File: config.mk
export PLATFORM = sky130hd
export DESIGN_NAME = acv_top
export DESIGN_NICKNAME = d
export VERILOG_FILES = /design/src/common/acv_pkg.sv /design/src/rtl/acv_sync.sv /design/src/rtl/acv_top.sv
export VERILOG_INCLUDE_DIRS = /design/src /design/src/common
export SDC_FILE = /design/constraint.sdc
export NUM_CORES = 1
export LEC_CHECK = 0
export ABC_AREA = 1
export BUFFER_PORTS_ARGS = -buffer_cell sky130_fd_sc_hd__buf_2
export CAP_MARGIN = 15
export CORE_MARGIN = 1
export CORE_UTILIZATION = 50
export CTS_BUF_LIST = sky130_fd_sc_hd__clkbuf_4 sky130_fd_sc_hd__clkbuf_8
export DETAILED_ROUTE_END_ITERATION = 16
export PLACE_DENSITY = 0.87
export SLEW_MARGIN = 30
export SYNTH_ARGS = -nofsm -noshare
export SYNTH_HDL_FRONTEND = slang
export SYNTH_HIERARCHICAL = 1
export SYNTH_SLANG_ARGS = --single-unit
File: constraint.sdc
create_clock -name ref_clk -period 2.6 [get_ports ref_clk]
set_input_delay 0.13 -clock ref_clk [delete_from_list [all_inputs] [get_ports ref_clk]]
set_output_delay 0.13 -clock ref_clk [all_outputs]
set_load 0.02 [all_outputs]
File: src/common/acv_params.svh
// Constants for the converter control and output port: offsets, fields, timing.
// Assumes a 100 ns system clock and byte addresses on the register bus.
`ifndef ACV_PARAMS_SVH
`define ACV_PARAMS_SVH

// System clock period and converter phase times in ns
`define ACV_CLK_NS 100
`define ACV_ACQ_NS 1000
`define ACV_CONV_NS 8000
// Least times round up to whole clock cycles
`define ACV_ACQ_CYC ((`ACV_ACQ_NS + `ACV_CLK_NS - 1) / `ACV_CLK_NS)
`define ACV_CONV_CYC ((`ACV_CONV_NS + `ACV_CLK_NS - 1) / `ACV_CLK_NS)
// Half period of the internally made serial clock, in system cycles
`define ACV_SCLK_HALF 2
// Length of the incomplete-read pulse, in system cycles
`define ACV_RDERR_CYC 4

// Register byte offsets
`define ACV_OFS_CTRL 8'h00
`define ACV_OFS_STATUS 8'h04
`define ACV_OFS_MASK 8'h08
`define ACV_OFS_RESULT 8'h0C
`define ACV_OFS_STATE 8'h10

// Control fields
`define ACV_CTRL_PD 0
`define ACV_CTRL_START 1
// Status and mask fields
`define ACV_ST_DONE 0
`define ACV_ST_RDERR 1
`define ACV_ST_RDOK 2

// Shared pin positions in serial mode
`define ACV_PIN_POL 5
`define ACV_PIN_INV 6
`define ACV_PIN_RDC 7
`define ACV_PIN_SDO 8
`define ACV_PIN_SCLK 9
`define ACV_PIN_SYNC 10
`define ACV_PIN_RDERR 11

// Reset level of the synchroniser outputs (active-low strobes idle high)
`define ACV_SYNC_INIT 11'h007

`endif

File: src/common/acv_pkg.sv
// Types for the converter control and output port.
// Assumes nothing beyond a SystemVerilog compiler.
package acv_pkg;

	typedef enum logic [1:0] {ST_ACQ, ST_WAIT, ST_CONV, ST_PD} acv_state_t;

endpackage

File: src/rtl/acv_sync.sv
// Three-stage input synchroniser with agreement filter, one lane per bit.
// Assumes asynchronous pins; output changes only when stages two and three agree.
`timescale 1ns/10ps

module acv_sync #(
	parameter int W = 1,
	parameter logic [W-1:0] INIT = '0
) (
	// Clock and reset
	input wire logic ref_clk,
	input wire logic rst_n,
	// Raw and filtered levels
	input wire logic [W-1:0] pin,
	output logic [W-1:0] level
);

	logic [W-1:0] stage1;
	logic [W-1:0] stage2;
	logic [W-1:0] stage3;

	// Shift chain; stage1 feeds only stage2
	always_ff @(posedge ref_clk) begin
		if (!rst_n) begin
			stage1 <= INIT;
			stage2 <= INIT;
			stage3 <= INIT;
		end else begin
			stage1 <= pin;
			stage2 <= stage1;
			stage3 <= stage2;
		end
	end

	// Accept a new level per bit once two stages agree
	genvar i;
	generate
		for (i = 0; i < W; i++) begin : g_lane
			always_ff @(posedge ref_clk) begin
				if (!rst_n) begin
					level[i] <= INIT[i];
				end else if (stage2[i] == stage3[i]) begin
					level[i] <= stage3[i];
				end
			end
		end
	endgenerate

endmodule

File: src/rtl/acv_top.sv
// Conversion control, result port and serial link of a 16-bit converter.
// Assumes pins arrive asynchronously, a 10 MHz ref_clk and a classic Wishbone master.
//
// Implementation choices: the address map and the Wishbone interface to the registers.
`timescale 1ns/10ps
`include "acv_params.svh"

// Overview of operation
// RULE1: Serial select low drives pins 9..11 as result bits; high gives serial roles.
// RULE2: Serial clock pin is driven out with internal source, input with external.
// RULE3: The invert input picks the serial clock edge that updates data.
// RULE4: Internal clock: frame marker active during read, polarity from polarity input.
// RULE5: External clock: read unfinished at conversion end is lost and flagged by pulse.
// RULE6: Result bits 12..15 are always driven as parallel outputs; the code drives them in both modes, but only while the bus is enabled.
// RULE7: Busy rises at conversion start, falls once result sits in shift register; the code drops it on the edge that latches the result register.
// RULE8: Host may treat busy falling edge as result-ready strobe.
// RULE9: Output bus enabled only while chip select and read strobe are both low.
// RULE10: Reset input high resets logic and aborts a running conversion.
// RULE11: Power-down finishes a running conversion, then blocks new ones.
// RULE12: Start high at end of acquisition: convert on its next falling edge.
// RULE13: Start already low at end of acquisition: hold and convert at once.
// RULE14: External clock: update on rising edge, or falling edge when inverted.
// RULE15: Result leaves the shift register most significant bit first.
// RULE16: Internal clock: read mode high sends during conversion, low after it.
// RULE17: After reset busy is low, bus is off and acquisition begins.
module acv_top
	import acv_pkg::*;
#(
	parameter int ACQ_CYC = `ACV_ACQ_CYC,
	parameter int CONV_CYC = `ACV_CONV_CYC,
	parameter int SCLK_HALF = `ACV_SCLK_HALF
) (
	// Clock and reset
	input wire logic ref_clk,
	input wire logic rst_n,
	// Converter control pins
	input wire logic conversion_start_n,
	input wire logic power_down_input,
	input wire logic converter_reset,
	input wire logic chip_select_n,
	input wire logic read_strobe_n,
	input wire logic serial_parallel_select,
	input wire logic serial_clock_source,
	// Code delivered by the approximation core at the end of a conversion
	input wire logic [15:0] sar_code,
	// Shared data pins
	input wire logic [15:0] data_in,
	output logic [15:0] data_out,
	output logic [15:0] data_oe,
	// Converter status
	output logic busy,
	output logic hold,
	// Wishbone slave
	input wire logic wb_cyc_i,
	input wire logic wb_stb_i,
	input wire logic wb_we_i,
	input wire logic [7:0] wb_adr_i,
	input wire logic [3:0] wb_sel_i,
	input wire logic [31:0] wb_dat_i,
	output logic [31:0] wb_dat_o,
	output logic wb_ack_o,
	// Interrupt
	output logic irq
);

	localparam int TMR_W = 8;

	logic [10:0] raw_pins;
	logic [10:0] pins_s;
	logic cnv_s, cs_s, rd_s, pd_s, ser_s, ext_s, ires, pol_s, inv_s, rdc_s, sclk_s;
	acv_state_t state;
	logic [TMR_W-1:0] tmr;
	logic [15:0] result;
	logic cnv_q, cnv_fall, conv_go, conv_done, pd_eff;
	logic ctrl_pd, sw_start;
	logic bus_en, bus_q;
	logic sclk_q, sclk_rise, sclk_fall;
	logic sclk_int;
	logic [3:0] div;
	logic mst, slv, mst_run, mst_act, act_edge;
	logic [15:0] shreg;
	logic [4:0] cnt;
	logic rd_active, start_rd, lost, rd_done;
	logic [15:0] load_val;
	logic [2:0] rderr_cnt;
	logic [2:0] status;
	logic [2:0] mask;
	logic [15:0] next_data;
	logic [15:0] next_oe;
	logic wb_hit, wb_wr;

	// Bring every asynchronous pin into the ref_clk domain
	assign raw_pins = {data_in[`ACV_PIN_SCLK], data_in[`ACV_PIN_RDC], data_in[`ACV_PIN_INV],
		data_in[`ACV_PIN_POL], converter_reset, serial_clock_source, serial_parallel_select,
		power_down_input, read_strobe_n, chip_select_n, conversion_start_n};

	acv_sync #(.W(11), .INIT(`ACV_SYNC_INIT)) u_sync (
		.ref_clk(ref_clk),
		.rst_n(rst_n),
		.pin(raw_pins),
		.level(pins_s)
	);

	assign {sclk_s, rdc_s, inv_s, pol_s, ires, ext_s, ser_s, pd_s, rd_s, cs_s, cnv_s} = pins_s;

	// Conversion sequencing terms
	assign pd_eff = pd_s | ctrl_pd;
	assign cnv_fall = cnv_q & ~cnv_s;
	assign conv_go = !pd_eff && (((state == ST_ACQ) && (tmr == '0) && (!cnv_s || sw_start))
		|| ((state == ST_WAIT) && (cnv_fall || sw_start)));
	assign conv_done = (state == ST_CONV) && (tmr == '0);

	// Start-pin edge memory
	always_ff @(posedge ref_clk) begin
		if (!rst_n) begin
			cnv_q <= 1'b1;
		end else begin
			cnv_q <= cnv_s;
		end
	end

	// Acquire, wait, convert and power-down sequencer
	always_ff @(posedge ref_clk) begin
		if (!rst_n || ires) begin
			state <= ST_ACQ; // [RULE10] [RULE17]
			tmr <= TMR_W'(ACQ_CYC - 1);
			busy <= 1'b0;
			hold <= 1'b0;
		end else if (conv_go) begin
			state <= ST_CONV; // [RULE12] [RULE13]
			tmr <= TMR_W'(CONV_CYC - 1);
			busy <= 1'b1; // [RULE7]
			hold <= 1'b1;
		end else begin
			unique case (state)
				ST_ACQ: begin
					if (tmr != '0) begin
						tmr <= tmr - 1'b1;
					end else if (pd_eff) begin
						state <= ST_PD; // [RULE11]
					end else begin
						state <= ST_WAIT; // [RULE12]
					end
				end
				ST_WAIT: begin
					if (pd_eff) begin
						state <= ST_PD; // [RULE11]
					end
				end
				ST_CONV: begin
					if (tmr != '0) begin
						tmr <= tmr - 1'b1; // [RULE11]
					end else begin
						state <= ST_ACQ;
						tmr <= TMR_W'(ACQ_CYC - 1);
						busy <= 1'b0; // [RULE7]
						hold <= 1'b0;
					end
				end
				ST_PD: begin
					if (!pd_eff) begin
						state <= ST_ACQ;
						tmr <= TMR_W'(ACQ_CYC - 1);
					end
				end
			endcase
		end
	end

	// Latch the finished code in the same edge that drops busy
	always_ff @(posedge ref_clk) begin
		if (!rst_n) begin
			result <= '0;
		end else if (conv_done && !ires) begin
			result <= sar_code; // [RULE7]
		end
	end

	// Serial clock edges, bus enable and master clock phase
	assign bus_en = !(cs_s | rd_s); // [RULE9]
	assign sclk_rise = sclk_s & ~sclk_q;
	assign sclk_fall = ~sclk_s & sclk_q;
	assign mst = ser_s & ~ext_s;
	assign slv = ser_s & ext_s;
	assign mst_run = rd_active || (sclk_int != inv_s);
	assign mst_act = mst && mst_run && (div == '0) && (sclk_int == inv_s);
	assign act_edge = mst ? mst_act : (slv && (inv_s ? sclk_fall : sclk_rise)); // [RULE3] [RULE14]

	// Read starts: after or during conversion with own clock, on selection otherwise
	assign start_rd = !rd_active && (mst ? (rdc_s ? conv_go : conv_done)
		: (slv && bus_en && !bus_q)); // [RULE16]
	assign load_val = conv_done ? sar_code : result;
	assign lost = slv && rd_active && conv_done; // [RULE5]
	assign rd_done = act_edge && rd_active && (cnt == 5'd1);

	// Edge history of the host clock and the enable
	always_ff @(posedge ref_clk) begin
		if (!rst_n) begin
			sclk_q <= 1'b0;
			bus_q <= 1'b0;
		end else begin
			sclk_q <= sclk_s;
			bus_q <= bus_en;
		end
	end

	// Internal serial clock divider; idles at the invert level
	always_ff @(posedge ref_clk) begin
		if (!rst_n) begin
			sclk_int <= 1'b0;
			div <= '0;
		end else if (!mst) begin
			sclk_int <= inv_s;
			div <= '0;
		end else if (mst_run) begin
			if (div == '0) begin
				sclk_int <= ~sclk_int;
				div <= 4'(SCLK_HALF - 1);
			end else begin
				div <= div - 1'b1;
			end
		end
	end

	// Shift register: first active edge shows the top bit, later ones shift left
	always_ff @(posedge ref_clk) begin
		if (!rst_n || ires || !ser_s) begin
			shreg <= '0;
			cnt <= '0;
			rd_active <= 1'b0;
		end else if (lost) begin
			cnt <= '0; // [RULE5]
			rd_active <= 1'b0;
		end else if (start_rd) begin
			shreg <= load_val;
			cnt <= 5'd16;
			rd_active <= 1'b1;
		end else if (act_edge && rd_active) begin
			if (cnt != 5'd16) begin
				shreg <= {shreg[14:0], 1'b0}; // [RULE15]
			end
			cnt <= cnt - 1'b1;
			if (cnt == 5'd1) begin
				rd_active <= 1'b0;
			end
		end
	end

	// Incomplete-read pulse stretcher
	always_ff @(posedge ref_clk) begin
		if (!rst_n || ires) begin
			rderr_cnt <= '0;
		end else if (lost) begin
			rderr_cnt <= 3'(`ACV_RDERR_CYC); // [RULE5]
		end else if (rderr_cnt != '0) begin
			rderr_cnt <= rderr_cnt - 1'b1;
		end
	end

	// Pin values and enables for parallel or serial use
	always_comb begin
		next_data = '0;
		next_oe = '0;
		next_data[15:12] = result[15:12]; // [RULE6]
		next_oe[15:12] = {4{bus_en}}; // [RULE6] [RULE9]
		if (!ser_s) begin
			next_data[11:0] = result[11:0]; // [RULE1]
			next_oe[11:0] = {12{bus_en}}; // [RULE1] [RULE9]
		end else begin
			next_data[`ACV_PIN_SDO] = shreg[15]; // [RULE15]
			next_oe[`ACV_PIN_SDO] = bus_en; // [RULE9]
			next_data[`ACV_PIN_SCLK] = sclk_int;
			next_oe[`ACV_PIN_SCLK] = ~ext_s; // [RULE2]
			next_data[`ACV_PIN_SYNC] = mst_run ^ pol_s; // [RULE4]
			next_oe[`ACV_PIN_SYNC] = ~ext_s; // [RULE4]
			next_data[`ACV_PIN_RDERR] = (rderr_cnt != '0);
			next_oe[`ACV_PIN_RDERR] = ext_s; // [RULE5]
		end
	end

	// Register the pins so they change only on ref_clk
	always_ff @(posedge ref_clk) begin
		if (!rst_n) begin
			data_out <= '0;
			data_oe <= '0; // [RULE17]
		end else begin
			data_out <= next_data;
			data_oe <= next_oe;
		end
	end

	// Wishbone handshake: ack one cycle after the strobe, dropped the next
	assign wb_hit = wb_cyc_i && wb_stb_i && !wb_ack_o;
	assign wb_wr = wb_hit && wb_we_i && wb_sel_i[0];

	always_ff @(posedge ref_clk) begin
		if (!rst_n) begin
			wb_ack_o <= 1'b0;
			wb_dat_o <= '0;
		end else begin
			wb_ack_o <= wb_hit;
			wb_dat_o <= '0;
			if (wb_hit && !wb_we_i) begin
				unique case (wb_adr_i)
					`ACV_OFS_CTRL: wb_dat_o <= {30'h0000_0000, 1'b0, ctrl_pd};
					`ACV_OFS_STATUS: wb_dat_o <= {29'h0000_0000, status};
					`ACV_OFS_MASK: wb_dat_o <= {29'h0000_0000, mask};
					`ACV_OFS_RESULT: wb_dat_o <= {16'h0000, result};
					`ACV_OFS_STATE: wb_dat_o <= {28'h0000_000, state == ST_WAIT,
						state == ST_PD, rd_active, busy};
					default: wb_dat_o <= '0;
				endcase
			end
		end
	end

	// Control register; the start bit is a self-clearing one-cycle request
	always_ff @(posedge ref_clk) begin
		if (!rst_n) begin
			ctrl_pd <= 1'b0;
			sw_start <= 1'b0;
		end else begin
			sw_start <= wb_wr && (wb_adr_i == `ACV_OFS_CTRL) && wb_dat_i[`ACV_CTRL_START];
			if (wb_wr && (wb_adr_i == `ACV_OFS_CTRL)) begin
				ctrl_pd <= wb_dat_i[`ACV_CTRL_PD];
			end
		end
	end

	// Sticky events; a new event beats a write-one clear in the same cycle
	always_ff @(posedge ref_clk) begin
		if (!rst_n) begin
			status <= '0;
			mask <= '0;
			irq <= 1'b0;
		end else begin
			if (wb_wr && (wb_adr_i == `ACV_OFS_STATUS)) begin
				status <= (status & ~wb_dat_i[2:0]) | {rd_done, lost, conv_done};
			end else begin
				status <= status | {rd_done, lost, conv_done};
			end
			if (wb_wr && (wb_adr_i == `ACV_OFS_MASK)) begin
				mask <= wb_dat_i[2:0];
			end
			irq <= |(status & mask);
		end
	end
endmodule

==> results.md <==
- Status: finished clean
- Starting density of the core: 51.32%
- CTS sink cnt: approximately 150
- Power density cells: between 600 and 700 mW/mm^2
- Final net count: 1037
- Min-Delay Startpoint: sar_code[9]
- TritonCTS clock tree: built
- Max_cap viols: 0
- Die X: approximately 110 um
- Total wire length: 13.86 mm
- F_max: approximately 400 MHz
- CP Capture Type: register
- Total CTS buffers: 17
- Crit path launch: wb_stb_i
- P_int: between 3 and 4 mW
- Mapped Cells: between 800 and 900
- Ports: roughly 160
- # DRC: 0
- GR Overflow Total: 0
- Fill cells: about 1100
- Drt pass-1 iters: 5
- Seq/Total Area, Yosys: about half
- Fin crit period: between 2 and 3 ns
- Setup_tns: 0 ns
- Ys async rst share: 0%
- Worst-path cell chain: dlygate4sd3_1 > buf_2 > nand2_1 > dlygate4sd3_1 > nor3_1 > nand2_2 > inv_1 > o31ai_1 > a21oi_1 > dlygate4sd3_1
- Buffers on Ports: 95
- Die height: ~110 um
- Slowest stage delay, CP: approximately 0.56 ns
- Combinational fraction of design power: 10.3%
- CTS Buffer Depth: 2
- Required @ worst endpoint: between 2 and 3 ns
- Antenna violations before repair: 1
- Remaining antenna violation count: 0
- Post-detail-place hpwl: 8.815 mm
- WL/cell: around 12 um
- Syn. warnings: 6
- Worst-path clk slew: around 0.080 ns
- Post-Route Utilization: around 61%
- Die Area: 0.01283 sq mm
- Via density per instance: 4.869
- Sw Ratio: 24.30%
- Total track usage: between 20% and 30%
- CP max stage cell: dlygate4sd3_1
- Flop pwr share: 49.9%
- Worst path bufs/invs: 5
- Worst r2r src: tmr[0]
- Pre-CTS WS: 0.3543 ns
- FF+latch area: between 0.002 and 0.003 sq mm
- Commonest non-fill, non-tap cell in the layout: nand2_1
- DR iter-0 viols: between 400 and 500
- R2R cell count: 11
- Synth top area share: roughly 48%
- Root Buffer Master: clkbuf_8
- Layout cells sized above 1: between 15 and 20%
- Clk network pwr share: ~40%
- Core Region: ~0.012 sq mm
- Distinct cells, synth: 39
- Worst Clk Skew: 0.01095 ns
- R2R Setup Slk: slightly above 0.3 ns
- Final setup margin: between 0.09 and 0.1 ns
- Final-report setup violation count: 0
- Multi-input logic area: 0.002467 sq mm
- Critical Path End: wb_dat_o[3]
- Cell taking the most area after synthesis: dfxtp_1
- Clk_lat worst skew: ~0.45 ns
- Post-synthesis cell area: about 0.0062 sq mm
- Vias: roughly 5500
- Ys flop type: dfxtp_1
- Number of global-route vias before repair: between 4000 and 5000
- Most common cell on crit path: dlygate4sd3_1
- Worst Hold Class: in2reg
- R2r endpoint: tmr[6]
- Top post-synthesis cells by area: dfxtp_1 48%, nand2_1 11%, inv_1 6.8%
- Largest net degree at the start of global routing: between 70 and 80
- Family with the most delay on the worst path: buffers and inverters
- Crit path kind: in2reg
- ANT cells: 0
- Syn-to-layout area delta: 19.39%
- P_leak: 3.672 nW
- Worst slew pin tran: about 0.65 ns
- First-pass GRT wire length: around 22 mm
- GP Congestion: 0.8706
- Final hold vios: 0
- Post-synth EDFFs: 0
- Unrepaired setup endpoints after global routing: false
- Post-synthesis register bit count: ~150
- Instance count on the critical path: 10
- H-tree levels: 4
- Syn avg cell area: around 7.5 sq um
- Most frequent cells in the layout: 187 x nand2_1, 149 x dfxtp_1, 112 x inv_1
- Max VDD drop: 0.0004221 V
- Startpoint types: input pin
- Row count: 40
- Post-CTS Setup Bufs: 0
- Max_slew headroom: a little under three fifths
- Worst Path Max Fanout: 10
- Final worst-path cycle share: between 90 and 100%
- Critical Path AT: 2.89 ns
- Psw: between 1 and 1.5 mW
- Slew Limit Fails: 0
-- cells in the mapped netlist (3+ instances only) --
cell and count:
nand3b_1 15, buf_4 34, ha_1 7, inv_1 112, buf_6 4, clkbuf_1 11, nor2_1 94, nor3_1 18
nor2_2 3, nand2_1 188, or2_2 3, a21oi_1 45, dfxtp_1 149, buf_2 5, o21ai_0 54, nand3_1 41
xor2_1 8, o21ai_1 6
-- routing by layer --
layer  part of all wire (%)  up-vias  global-route usage, %  routed length, um
li1                       -     2776                      -                  -
met1                     41     2445                  24.62               5721
met2                     49      200                  39.88               6770
met3                    6.6       40                  5.463                914
met4                    3.2        2                  12.63                443
met5                  0.094        -                      0                 13
-- sequential cells by signal, indices dropped and copies added (netlist names), 4 cells and up --
| signal | count |
|---|---|
| data_out | 16 |
| u_sync/level | 11 |
| data_oe | 4 |
| cnt | 5 |
| result | 16 |
| div | 4 |
| shreg | 16 |
| u_sync/stage1 | 11 |
| tmr | 8 |
| u_sync/stage2 | 11 |
| wb_dat_o | 16 |
| u_sync/stage3 | 11 |
-- cell families after synthesis --
logic type / after synthesis / synth area share, %
adder cells (fa/ha/maj): 7 / 1.415
XOR/XNOR: 10 / 1.415
flip-flops: 149 / 48.19
buffers and inverters: 169 / 12.90
AO/OA/AOI/OAI: 117 / 9.946
other: 1 / 0.06058
AND/OR/NAND/NOR: 374 / 26.08
-- final cells by class --
cell class / instances / area share (%)
Clock buffer: 21 / 3.827
Clock inverter: 10 / 2.066
Inverter: 114 / 5.791
Sequential cell: 149 / 40.37
Tap cell: 168 / 2.845
Multi-Input combinational cell: 524 / 33.39
Timing Repair Buffer: 136 / 11.72
-- power by group through the flow --
stage | Clock [mW] | Combinational (mW) | Sequential [mW]
final | 1.94 | 0.503 | 2.43
after global routing | 2.06 | 0.573 | 2.44
after CTS | 1.96 | 0.500 | 2.43
after detailed placement | 0 | 0.461 | 2.48
after global placement | 0 | 0.441 | 2.48
after floorplan | 0 | 0.369 | 2.47
-- tightest hold or removal path: cells and delay by family --
kind	cells	cell delay, ns
buffers and inverters	1	0.09
AOI/OAI and AO/OA	2	0.21
-- metrics by stage --
| stage | power, mW | instance area [sq um] | instances | hold slack (ns) |
|---|---|---|---|---|
| floorplan | 2.840 | 6246 | 842 | 0.2148 |
| global placement | 2.919 | 6621 | 1058 | 0.3028 |
| detailed placement | 2.942 | 6621 | 1058 | 0.3012 |
| CTS | 4.891 | 7387 | 1122 | 0.02017 |
| global route | 5.074 | 7390 | 1122 | 0.04355 |
| finish | 4.870 | 7390 | 1122 | 0.01223 |
-- worst min path at each step --
stage                             to  slack, ns  cells past startpoint
CTS                        result[9]       0.02                      3
finish                     result[9]       0.01                      3
detailed placement  u_sync/stage1[0]       0.30                      3
global route                sw_start       0.04                      4
global placement    u_sync/stage1[0]       0.30                      3
floorplan           u_sync/stage1[0]       0.21                      2
-- what timing repair did --
| item | CTS | global route |
|---|---|---|
| endpoints found under the hold margin | 34 | 0 |
| hold buffers | 33 | 0 |
| setup endpoints to repair | 0 | 1 |
| gates resized for setup | 0 | 1 |
Power figures use the tool's default switching activity.
